--- src/design/srg_pkg.sv ---
/*
 * Package for the supervisory reset generator: timing constants, output variants, line state types.
 * Assumes a 100 MHz system clock.
 */
package srg_pkg;
	localparam int CLK_PERIOD_NS = 10;
	localparam int MR_GLITCH_NS = 100;
	localparam int MR_GLITCH_CYC = (MR_GLITCH_NS + CLK_PERIOD_NS - 1) / CLK_PERIOD_NS;
	localparam int PU_ONESHOT_NS = 2000;
	localparam int PU_ONESHOT_CYC = PU_ONESHOT_NS / CLK_PERIOD_NS;
	localparam int LINE_SAMPLE_NS = 500;
	localparam int LINE_SAMPLE_CYC = LINE_SAMPLE_NS / CLK_PERIOD_NS;
	localparam int HOLD_OFF_MS = 140;
	localparam int HOLD_OFF_CYC_DEF = HOLD_OFF_MS * 100000;
	localparam int WDOG_MS = 1600;
	localparam int WDOG_CYC_DEF = WDOG_MS * 100000;
	localparam int FLOAT_NUM = 7;
	localparam int FLOAT_DEN = 8;
	localparam int CNT_W = 32;
	localparam int MR_CNT_W = 8;
	localparam int PU_CNT_W = 8;

	typedef enum logic [1:0] {
		SRG_OUT_PUSH_PULL = 2'h0,
		SRG_OUT_OPEN_DRAIN = 2'h1,
		SRG_OUT_BIDIR = 2'h2
	} srg_variant_t;

	typedef enum logic [2:0] {
		SRG_ST_ASSERT = 3'h1,
		SRG_ST_HOLD = 3'h2,
		SRG_ST_RUN = 3'h4
	} srg_state_t;

	typedef struct packed {
		logic out;
		logic oe;
		logic passive_pu_en;
		logic active_pu_en;
	} srg_line_drive_t;

	typedef struct packed {
		logic below_arm;
		logic below_high;
	} srg_line_sense_t;
endpackage

--- src/design/srg_top.sv ---
/*
 * Supervisory reset generator: supply, manual and watchdog sources, hold-off timer,
 * push/pull, open-drain and bidirectional reset line with active pullup sequencing.
 * Assumes analogue comparators on supply, line and kick pins deliver asynchronous
 * logic levels; kick floating is reported by an external sense comparator.
 * The line comparators report below the arm threshold and below the high level
 * of the shared reset line; the pad turns oe/out into a sink and the pullup
 * enables into the passive resistor and the active pullup switch.
 * Hold-off and watchdog periods count system clocks, so sub-cycle figures round
 * up to whole cycles; comparator and pad delays add to every figure.
 * Supply glitch immunity and pad strengths are outside this block.
 */
//
// Contract
// [RULE1] Hold reset a full hold-off period after every source clears; a foreign line pull is timed from when the device starts to sink.
// [RULE2] Assert reset while manual request is held low.
// [RULE3] After manual request rises, hold reset one hold-off period.
// [RULE4] Assert reset when kick stays constant a whole watchdog period.
// [RULE5] Clear watchdog counter on reset and on any kick edge.
// [RULE6] Floating or three-stated kick input disables the watchdog.
// [RULE7] At hold-off expiry release reset and restart watchdog from zero.
// [RULE8] Watchdog counter held cleared while reset asserted.
// [RULE9] Floating kick clears watchdog internally every seven eighths period.
// [RULE10] Active-high output is always inverse of active-low output.
// [RULE11] Line pulled low by another party counts as reset.
// [RULE12] Line below arm threshold sets the transition flip-flop.
// [RULE13] Active pullup on between arm and high level, off after 2 us.
// [RULE14] Pullup sequence runs for every reset source.
// [RULE15] Passive pullup disconnected while device asserts reset.
// [RULE16] Processor drives line low four clocks, releases, samples after two.
// [RULE17] Processor decides reset source from sampled line level.
// [RULE18] Line returns high within processor sampling window of 500 ns.
// [RULE19] Open-drain output sinks only while reset asserted.
// [RULE20] Manual request input is pulled high internally.
// [RULE21] Manual request rejects 100 ns negative glitches; no debounce needed.
// [RULE22] Hold-off and watchdog periods are build-time parameters.
`timescale 1ns/1ps
module srg_top #(
	parameter int HOLD_OFF_CYC = srg_pkg::HOLD_OFF_CYC_DEF,
	parameter int WDOG_CYC = srg_pkg::WDOG_CYC_DEF,
	parameter srg_pkg::srg_variant_t VARIANT = srg_pkg::SRG_OUT_BIDIR
) (
	input wire logic clk_sys_i,
	input wire logic sys_rst_i,
	input wire logic supply_low_i,
	input wire logic manual_request_n_i,
	input wire logic watchdog_kick_in_i,
	input wire logic kick_float_i,
	input wire srg_pkg::srg_line_sense_t line_sense_i,
	input wire logic line_i,
	output logic reset_n_o,
	output logic reset_o,
	output srg_pkg::srg_line_drive_t line_drive_o,
	output logic manual_pullup_en_o
);
	// Counters compare against the last value, so a period of N cycles takes N edges
	localparam logic [srg_pkg::CNT_W-1:0] HOLD_LAST = srg_pkg::CNT_W'(HOLD_OFF_CYC - 1);
	localparam logic [srg_pkg::CNT_W-1:0] WDOG_LAST = srg_pkg::CNT_W'(WDOG_CYC - 1);
	localparam logic [srg_pkg::CNT_W-1:0] FLOAT_LAST =
		srg_pkg::CNT_W'((longint'(WDOG_CYC) * srg_pkg::FLOAT_NUM) / srg_pkg::FLOAT_DEN - 1);
	localparam logic [srg_pkg::MR_CNT_W-1:0] MR_LAST = srg_pkg::MR_CNT_W'(srg_pkg::MR_GLITCH_CYC - 1);
	localparam logic [srg_pkg::PU_CNT_W-1:0] PU_LAST = srg_pkg::PU_CNT_W'(srg_pkg::PU_ONESHOT_CYC - 1);

	// Two-stage synchronisers for every pin-level input
	// Reset values stand for an idle board: manual request released, supply good,
	// line held low by our own sink.
	localparam int NSYNC = 7;
	logic [NSYNC-1:0] async_in;
	logic [NSYNC-1:0] sync1_q;
	logic [NSYNC-1:0] sync2_q;
	assign async_in = {supply_low_i, manual_request_n_i, watchdog_kick_in_i, kick_float_i,
		line_sense_i.below_arm, line_sense_i.below_high, line_i};

	always_ff @(posedge clk_sys_i) begin
		if (sys_rst_i) begin
			sync1_q <= 7'h3C;
			sync2_q <= 7'h3C;
		end else begin
			sync1_q <= async_in;
			sync2_q <= sync1_q;
		end
	end

	logic supply_low_s, mr_n_s, kick_s, kick_float_s, below_arm_s, below_high_s, line_s;
	assign {supply_low_s, mr_n_s, kick_s, kick_float_s, below_arm_s, below_high_s, line_s} = sync2_q;

	// Manual request glitch filter: low must persist before it counts
	// A bounce longer than the filter only restarts the hold-off, so a plain
	// switch needs no external debounce.
	logic [srg_pkg::MR_CNT_W-1:0] mr_cnt_q;
	logic mr_active_q;

	always_ff @(posedge clk_sys_i) begin
		if (sys_rst_i) begin
			mr_cnt_q <= 8'h00;
			mr_active_q <= 1'b0;
		end else if (mr_n_s) begin
			mr_cnt_q <= 8'h00;
			mr_active_q <= 1'b0;
		end else if (mr_cnt_q == MR_LAST) begin
			mr_active_q <= 1'b1; // [RULE2] [RULE21]
		end else begin
			mr_cnt_q <= mr_cnt_q + 8'h01;
		end
	end

	// Pin pullup is analogue; this level only enables it
	always_ff @(posedge clk_sys_i) begin
		if (sys_rst_i) begin
			manual_pullup_en_o <= 1'b1;
		end else begin
			manual_pullup_en_o <= 1'b1; // [RULE20]
		end
	end

	// A foreign pull is only a fall from a line seen high since we let go;
	// a line still charging after our own release must not look like one.
	logic line_up_q;

	always_ff @(posedge clk_sys_i) begin
		if (sys_rst_i) begin
			line_up_q <= 1'b0;
		end else if (line_drive_o.oe) begin
			line_up_q <= 1'b0;
		end else if (line_s) begin
			line_up_q <= 1'b1;
		end
	end

	// Line pulled low by someone else while we are not driving it
	logic ext_pull;
	assign ext_pull = (VARIANT == srg_pkg::SRG_OUT_BIDIR) && line_up_q && !line_s && !line_drive_o.oe; // [RULE11]

	logic hold_src;
	assign hold_src = supply_low_s || mr_active_q || ext_pull;

	// Reset sequencer
	// Any cause seen in HOLD restarts the full hold-off; RUN clears the count so
	// that a watchdog-caused hold starts from zero too.
	// State decode shared by the watchdog and the output stages
	function automatic logic is_running(input srg_pkg::srg_state_t st);
		return st == srg_pkg::SRG_ST_RUN;
	endfunction

	srg_pkg::srg_state_t state_q;
	logic [srg_pkg::CNT_W-1:0] hold_cnt_q;
	logic [srg_pkg::CNT_W-1:0] wd_cnt_q;
	logic [srg_pkg::CNT_W-1:0] float_cnt_q;
	logic kick_prev_q;
	logic wd_timeout;
	assign wd_timeout = is_running(state_q) && (wd_cnt_q == WDOG_LAST);

	always_ff @(posedge clk_sys_i) begin
		if (sys_rst_i) begin
			state_q <= srg_pkg::SRG_ST_ASSERT;
			hold_cnt_q <= 32'h0000_0000;
		end else begin
			unique case (state_q)
				srg_pkg::SRG_ST_ASSERT: begin
					hold_cnt_q <= 32'h0000_0000;
					if (!hold_src) begin
						state_q <= srg_pkg::SRG_ST_HOLD; // [RULE3]
					end
				end
				srg_pkg::SRG_ST_HOLD: begin
					if (hold_src) begin
						state_q <= srg_pkg::SRG_ST_ASSERT;
						hold_cnt_q <= 32'h0000_0000;
					end else if (hold_cnt_q == HOLD_LAST) begin
						state_q <= srg_pkg::SRG_ST_RUN; // [RULE7]
					end else begin
						hold_cnt_q <= hold_cnt_q + 32'h0000_0001; // [RULE1] [RULE22]
					end
				end
				srg_pkg::SRG_ST_RUN: begin
					hold_cnt_q <= 32'h0000_0000; // [RULE1]
					if (hold_src) begin
						state_q <= srg_pkg::SRG_ST_ASSERT;
					end else if (wd_timeout) begin
						state_q <= srg_pkg::SRG_ST_HOLD; // [RULE4] [RULE1]
					end
				end
				default: state_q <= srg_pkg::SRG_ST_ASSERT;
			endcase
		end
	end

	logic in_reset;
	assign in_reset = !is_running(state_q);

	// Watchdog counter; floating input serviced by an internal 7/8-period strobe
	// The edge detector tracks the pin during reset too, so the first edge
	// after release is a real one.
	always_ff @(posedge clk_sys_i) begin
		if (sys_rst_i) begin
			kick_prev_q <= 1'b0;
			wd_cnt_q <= 32'h0000_0000;
			float_cnt_q <= 32'h0000_0000;
		end else begin
			kick_prev_q <= kick_s;
			if (in_reset || wd_timeout) begin
				wd_cnt_q <= 32'h0000_0000; // [RULE5] [RULE8] [RULE7]
				float_cnt_q <= 32'h0000_0000;
			end else if (kick_float_s) begin
				wd_cnt_q <= wd_cnt_q + 32'h0000_0001; // [RULE6]
				if (float_cnt_q == FLOAT_LAST) begin
					float_cnt_q <= 32'h0000_0000;
					wd_cnt_q <= 32'h0000_0000; // [RULE9]
				end else begin
					float_cnt_q <= float_cnt_q + 32'h0000_0001;
				end
			end else if (kick_s != kick_prev_q) begin
				wd_cnt_q <= 32'h0000_0000; // [RULE5]
				float_cnt_q <= 32'h0000_0000;
			end else begin
				wd_cnt_q <= wd_cnt_q + 32'h0000_0001; // [RULE4]
				float_cnt_q <= 32'h0000_0000;
			end
		end
	end

	// Push/pull outputs, one the inverse of the other
	// Both leave the same flop stage, so they never disagree for a cycle.
	always_ff @(posedge clk_sys_i) begin
		if (sys_rst_i) begin
			reset_n_o <= 1'b0;
			reset_o <= 1'b1;
		end else begin
			reset_n_o <= !in_reset;
			reset_o <= in_reset; // [RULE10]
		end
	end

	// Bidirectional line: transition flip-flop and 2 us one-shot pullup
	// The one-shot bounds the strong pullup even on a shorted line; without it
	// the switch could fight a sink for ever.
	logic trans_q;
	logic pu_active_q;
	logic [srg_pkg::PU_CNT_W-1:0] pu_cnt_q;

	always_ff @(posedge clk_sys_i) begin
		if (sys_rst_i) begin
			trans_q <= 1'b0;
			pu_active_q <= 1'b0;
			pu_cnt_q <= 8'h00;
		end else if (below_arm_s) begin
			trans_q <= 1'b1; // [RULE12] [RULE14]
			pu_active_q <= 1'b0;
			pu_cnt_q <= 8'h00;
		end else if (trans_q && !in_reset && !pu_active_q) begin
			trans_q <= 1'b0;
			pu_active_q <= below_high_s; // [RULE13]
			pu_cnt_q <= 8'h00;
		end else if (pu_active_q) begin
			if (!below_high_s || pu_cnt_q == PU_LAST) begin
				pu_active_q <= 1'b0; // [RULE13] [RULE18]
			end else begin
				pu_cnt_q <= pu_cnt_q + 8'h01;
			end
		end
	end

	// Pin drive per variant; oe high with out low means the device sinks the line
	always_ff @(posedge clk_sys_i) begin
		if (sys_rst_i) begin
			line_drive_o <= '{out: 1'b0, oe: 1'b1, passive_pu_en: 1'b0, active_pu_en: 1'b0};
		end else begin
			// Variant is a build-time constant, so only one arm remains in hardware
			unique case (VARIANT)
				srg_pkg::SRG_OUT_PUSH_PULL: begin
					line_drive_o <= '{
						out: !in_reset,
						oe: 1'b1,
						passive_pu_en: 1'b0,
						active_pu_en: 1'b0
					};
				end
				srg_pkg::SRG_OUT_OPEN_DRAIN: begin
					line_drive_o <= '{
						out: 1'b0,
						oe: in_reset, // [RULE19]
						passive_pu_en: 1'b0,
						active_pu_en: 1'b0
					};
				end
				default: begin
					line_drive_o <= '{
						out: 1'b0,
						oe: in_reset,
						passive_pu_en: !in_reset, // [RULE15]
						active_pu_en: pu_active_q && below_high_s && !in_reset // [RULE13]
					};
				end
			endcase
		end
	end
endmodule

--- config.mk ---
export PLATFORM = sky130hd
export DESIGN_NAME = srg_top
export DESIGN_NICKNAME = d
export VERILOG_FILES = /design/src/design/srg_pkg.sv /design/src/design/srg_top.sv
export SDC_FILE = /design/constraint.sdc
export NUM_CORES = 1
export LEC_CHECK = 0
export ABC_AREA = 1
export BUFFER_PORTS_ARGS = -buffer_cell sky130_fd_sc_hd__buf_2
export CAP_MARGIN = 20
export CELL_PAD_IN_SITES_DETAIL_PLACEMENT = 0
export CELL_PAD_IN_SITES_GLOBAL_PLACEMENT = 1
export CORE_MARGIN = 10
export CORE_UTILIZATION = 35
export CTS_CLUSTER_DIAMETER = 50
export CTS_CLUSTER_SIZE = 16
export DETAILED_ROUTE_END_ITERATION = 10
export PLACE_DENSITY = 0.68
export SYNTH_ARGS = -nofsm -noshare
export SYNTH_HDL_FRONTEND = slang
export SYNTH_SLANG_ARGS = --single-unit
export TNS_END_PERCENT = 30
--- constraint.sdc ---
create_clock -name clk_sys_i -period 4.95 [get_ports clk_sys_i]
set_input_delay 0.495 -clock clk_sys_i [delete_from_list [all_inputs] [get_ports clk_sys_i]]
set_output_delay 0.495 -clock clk_sys_i [all_outputs]
set_load 0.01 [all_outputs]
### After elaboration in Yosys (flattened, before gate mapping)

Cells that the tools add are included.

| word-level totals | value |
|---|---|
| memories kept | 0 |
| bits in registers | 138 |
| bits in read-only memories | 0 |
| latch bits | 0 |
| RAM bits | 0 |

| cells by class | value |
|---|---|
| div/mod/pow operators | 0 |
| equality and inequality tests | 13 |
| $add $sub $neg | 5 |
| reduce and logical (&&, ||, !) cells | 28 |
| magnitude comparators | 0 |
| multiplexer cells | 17 |
| $mul | 0 |
| shift-type cells | 0 |
| bitwise logic cells | 2 |

Operators by type and width:

| cell | count |
|---|---|
| $mux 32 | 5 |
| $add 32x1->32 const B | 3 |
| $eq 32x28->1 const B | 2 |
| $pmux 32 s2 | 1 |
| $eq 32x24->1 const B | 1 |
| $add 8x1->8 const B | 2 |
| $mux 3 | 5 |
| $reduce_or 2->1 | 5 |
| $ne 3x3->1 const B | 3 |
| $pmux 3 s3 | 1 |
| $eq 8x4->1 const B | 1 |
| $eq 8x8->1 const B | 1 |
| $logic_and 1x1->1 | 7 |
| $logic_not 1->1 | 5 |
| $mux 1 | 5 |
| $logic_or 1x1->1 | 4 |
| $reduce_and 2->1 | 2 |
| $reduce_bool 2->1 | 2 |
| $reduce_or 4->1 | 1 |
| $eq 3x1->1 const B | 1 |
| $eq 3x2->1 const B | 1 |
| $eq 3x3->1 const B | 1 |
| $reduce_and 3->1 | 1 |
| $reduce_or 3->1 | 1 |
| 3 further kinds | 4 |

### Logic depth before layout (Yosys ltp)

| depth | value |
|---|---|
| depth in word-level cells | 6 |
| mapped depth | 12 |
| gate-level depth less buffers | 12 |

### Worst setup path before layout

OpenSTA, ideal clock, no wires.

| timing | value |
|---|---|
| path type | register to register |
| start | reg float_cnt_q[0] (netlist bit) |
| end | reg wd_cnt_q[31] (netlist bit) |
| arrival time | 1430 ps |
| required time | 4835 ps |
| slack | 3405 ps |
| path buffers | 1 |
| cell stages (with the launch flop) | 12 |
| setup time | 115 ps |
| cells stage by stage | dfxtp_1 ha_1 inv_1 nor2_2 nand3_1 nor2_1 nand2_1 nand2_1 nand2_1 nand2_2 buf_4 nor2_1 |

| on the way | value |
|---|---|
| word-level cells in the longest chain between the ends | 3 |

RTL lines:

| item | line | text |
|---|---|---|
| start: declaration | srg_top.sv:148 | `logic [srg_pkg::CNT_W-1:0] float_cnt_q;` |
| start signal: assignment | srg_top.sv:210 | `float_cnt_q <= float_cnt_q + 32'h0000_0001;` |
| $eq 32x28->1 | srg_top.sv:206 | `if (float_cnt_q == FLOAT_LAST) begin` |
| $mux 32 | srg_top.sv:206 |  |
| $mux 32 | srg_top.sv:204 | `end else if (kick_float_s) begin` |
| end signal: assignment | srg_top.sv:205 | `wd_cnt_q <= wd_cnt_q + 32'h0000_0001;` |
| end signal: assignment | srg_top.sv:216 | `wd_cnt_q <= wd_cnt_q + 32'h0000_0001;` |
| end: declaration | srg_top.sv:147 | `logic [srg_pkg::CNT_W-1:0] wd_cnt_q;` |

Every way passes these cells.
A chain may end at the register's enable or synchronous reset.

### Worst setup path after layout

| timing | value |
|---|---|
| start | reg hold_cnt_q[0] (netlist bit) |
| end | reg hold_cnt_q[31] (netlist bit) |

| on the way | value |
|---|---|
| word-level cells in the longest chain between the ends | 4 |
| elaborated cells between the ends (all ways) | 7 |

RTL lines:

| item | line | text |
|---|---|---|
| start: declaration | srg_top.sv:146 | `logic [srg_pkg::CNT_W-1:0] hold_cnt_q;` |
| start signal: assignment | srg_top.sv:172 | `hold_cnt_q <= hold_cnt_q + 32'h0000_0001;` |
| $add 32x1->32 | srg_top.sv:172 |  |
| $mux 32 | srg_top.sv:169 | `end else if (hold_cnt_q == HOLD_LAST) begin` |
| $mux 32 | srg_top.sv:166 | `if (hold_src) begin` |
| $pmux 32 s2 | srg_top.sv:158 | `unique case (state_q)` |

Several ways; a longest one is shown, not always the timed one. The select of a mux whose other input is x is not followed.

==> flow_summary_export.csv <==
group,metric,value,unit
power_and_ir_drop,power_frac_seq,39.9,%
clocking,clock_latency,0.43,ns
clocking,hold_buffers,0,
placed_design,port_buffers,13,
floorplan,start_util,35.7,%
grt,antenna_found_initial,0,
route,routed_wl,17.8,mm
sta,fin_crit,2.59,ns
synthesis,synth_fp_nets,1122,
sta,drv_slew,0,
sta,rsz0062_at_grt,"false",
clocking,h-tree-depth,4,
floorplan,die_y,164,um
layout,nFillCells,2210,
route,wl_met1,9.04,mm
synthesis,synthTopCellsByCount,"nand2_1 (279), nor2_1 (196), inv_1 (141)",
run,max-cap-violations,0,
synthesis,synth_area_leaders,"dfxtp_1 (38%), nand2_1 (14%), nor2_1 (10%)",
worst_setup_path,cp_max_fo,22,
synthesis,ys_seq_elements,137,
sta,final.setup_skew,0.0123,ns
worst_setup_path,critPathKind,"flop to flop",
synthesis,syn_area,7250,um2
route,firstDrtPassIters,5,
synthesis,syn_inst,1107,
clocking,cts_tree,"built",
run_status,status,"complete, no violations",
synthesis,synthArstFlopShare,0,%
sta,setup_viol,0,
power_and_ir_drop,net-switching-power,858,uW
floorplan,core-area,20300,um2
grt,grt_overflow_total,0,
power_and_ir_drop,p_int,1.98,mW
clocking,clk_path_buf_depth,2,
floorplan,rows,52,
synthesis,ys.warnings.count,0,
placed_design,dp_hpwl,13.2,mm
placed_design,gp_congestion,0.830,
route,drc,0,
worst_setup_path,required,5.33,ns
power_and_ir_drop,vdd_drop_max,0.245,mV
clocking,cts-root-buf,"clkbuf_16",
route,drtIter0Drc,355,
worst_setup_path,start_kind,"flop",
hold_path,hold_class,"primary input to flop",
sta,worstMarginPinSlew,0.912,ns
power_and_ir_drop,switching_share,30.2,%
sta,fin_ws,2.36,ns
floorplan,die_x,164,um
layout,layout-drive-gt1-share,7.35,%
grt,grt_max_degree,33,
power_and_ir_drop,p_comb_share,13.0,%
power_and_ir_drop,powerDensity,349,nW/um2
grt,grt_pass1_wl,30.6,mm
worst_setup_path,cpPeakStageDelay,0.56,ns
synthesis,ys_seq_area_share,37.8,%
synthesis,ys_types,34,
synthesis,synth_edf_count,0,
route,met2_length,8.13,mm
layout,area_growth,12.1,%
route,dr.max_layer_used,"met4",
route,dr_wl_met3,366,um
route,vias,6483,
route,route.detailed.wl_per_inst,12.7,um
clocking,clock_sinks,137,
clocking,cts_buffers,17,
sta,tns,0,ns
layout,finalNetCount,1132,
clocking,postCtsSetupRepairBufs,0,
synthesis,synth_top_cell_area_share,37.8,%
power_and_ir_drop,p_clk_share,47.1,%
worst_setup_path,slowest_stage,"nand2_2",
route,final_antenna_net_count,0,
placed_design,pre_cts_slack,2.36,ns
floorplan,fp.dieArea,26900,um2
grt,grt_usage,13.9,%
sta,maxSlewHeadroom,39.1,%
worst_setup_path,critPathCaptureType,"flop",
layout,n_antenna_cell,0,
synthesis,synth.most_common_cell,"nand2_1",
clocking,post_cts_resized,0,
route,via_per_inst,4.63,
sta,max_freq,0.386,GHz
synthesis,synth.avg_cell_area,6.55,um2
worst_setup_path,crit_arrival,2.96,ns
worst_setup_path,crit_top_cell,"nand2_2",
synthesis,synth_top_cell_by_area,"dfxtp_1",
clocking,clk_pin_slew,0.07,ns
power_and_ir_drop,p_leak,2.90,nW
sta,period_share,52.3,%
grt,first_global_vias,6301,
worst_setup_path,path_cells,"ha_1 > nand3_1 > inv_2 > nand2_2 > nor2_4 > nand3_2 > nand2_2 > nand2_2 > nand2_1 > nand2_1 > inv_1",
sta,hold_violations,0,
synthesis,synth-main-ff-cell,"dfxtp_1",
floorplan,num_io_pins,16,
## kinds of logic (layout without fill, tap and decap cells)
family | count (synthesis) | count (layout) | share of synthesized area, %
AO/OA/AOI/OAI | 78 | 78 | 5.52
XOR/XNOR | 51 | 51 | 6.16
adder cells (fa/ha/maj) | 6 | 6 | 1.04
other | 2 | 2 | 0.104
flip-flops | 137 | 137 | 37.8
AND/OR/NAND/NOR | 663 | 663 | 39.6
buffers and inverters | 170 | 193 | 9.77
## routing by layer
layer / up-vias / GRT usage (%)
met4: 0 / 4.39
met5: - / 0
met3: 15 / 2.80
met2: 61 / 22.5
li1: 3492 / -
met1: 2915 / 18.1
## area by class of cell
| class | instances | area [um2] | share of cell area [%] |
|---|---|---|---|
| multi-input cells | 800 | 3800 | 46.8 |
| flip-flops and latches | 137 | 2740 | 33.7 |
| inverters | 147 | 552 | 6.79 |
| clock buffers | 17 | 425 | 5.23 |
| well taps | 270 | 338 | 4.16 |
| clock inverters | 15 | 196 | 2.42 |
| repair buffers | 14 | 72.6 | 0.893 |
## sequential cells by signal (all words and copies together), names as in the netlist
register	count
line_up_q	1
wd_cnt_q	32
sync1_q	7
mr_cnt_q	8
float_cnt_q	32
hold_cnt_q	32
pu_active_q	1
pu_cnt_q	8
mr_active_q	1
state_q	3
trans_q	1
sync2_q	7
line_drive_o	3
kick_prev_q	1
## critical path, delay by kind of cell, from the launching register on
family / cells / cell delay [ns]
flip-flops: 1 / 0.38
buffers and inverters: 2 / 0.18
AND/OR/NAND/NOR: 8 / 1.78
adder cells (fa/ha/maj): 1 / 0.21
## final timing paths
kind / slack, ns / endpoint / from / depth (start not counted)
setup / recovery: 2.36 / hold_cnt_q[31]$_SDFFE_PP0P_ / hold_cnt_q[0]$_SDFFE_PP0P_ / 11
hold / removal: 0.25 / sync1_q[3]$_SDFF_PP1_ / kick_float_i / 2
hold reg to reg: 0.40 / sync2_q[6]$_SDFF_PP0_ / sync1_q[6]$_SDFF_PP0_ / 2
setup reg to reg: 2.36 / hold_cnt_q[31]$_SDFFE_PP0P_ / hold_cnt_q[0]$_SDFFE_PP0P_ / 11
## placed cells by master, fill, tap and decap left out, types with 3 or more instances in the layout
| cell type | synthesis | routed |
|---|---|---|
| ha_1 | 6 | 6 |
| buf_2 | 2 | 13 |
| nand4_1 | 31 | 31 |
| nor3_1 | 40 | 40 |
| nor2_2 | 5 | 5 |
| inv_1 | 141 | 141 |
| nor3b_1 | 4 | 4 |
| nand3_1 | 69 | 69 |
| inv_2 | 5 | 5 |
| nor2_1 | 196 | 196 |
| nand3b_1 | 5 | 5 |
| or2_2 | 12 | 12 |
| inv_8 | 0 | 3 |
| dfxtp_1 | 137 | 137 |
| xnor2_1 | 20 | 20 |
| nand2_1 | 279 | 279 |
| a21oi_1 | 44 | 44 |
| and3_1 | 4 | 4 |
| o21ai_0 | 19 | 19 |
| nand2_2 | 7 | 7 |
| nor2_4 | 4 | 4 |
| o21ai_1 | 10 | 10 |
| nand3_2 | 3 | 3 |
| inv_6 | 0 | 7 |
| clkbuf_16 | 0 | 17 |
| xor2_1 | 31 | 31 |
## metrics by stage
step	hold slack [ns]	cell area, um2	utilization, %	power (mW)	instances
after floorplan	0.388	7250	-	1.49	1107
after detailed placement	0.392	7510	37.0	1.53	1368
after global routing	0.239	8130	40.0	2.99	1400
final	0.250	8130	40.0	2.84	1400
after CTS	0.233	8130	40.0	2.88	1400
after global placement	0.394	7510	37.0	1.53	1368
## power groups by stage
stage	clock network, mW	registers, mW	logic, mW
detailed placement	0	1.16	0.374
finish	1.34	1.13	0.370
global placement	0	1.16	0.373
global route	1.42	1.14	0.429
CTS	1.37	1.13	0.374
floorplan	0	1.16	0.330
(Power assumes the default switching activity.)
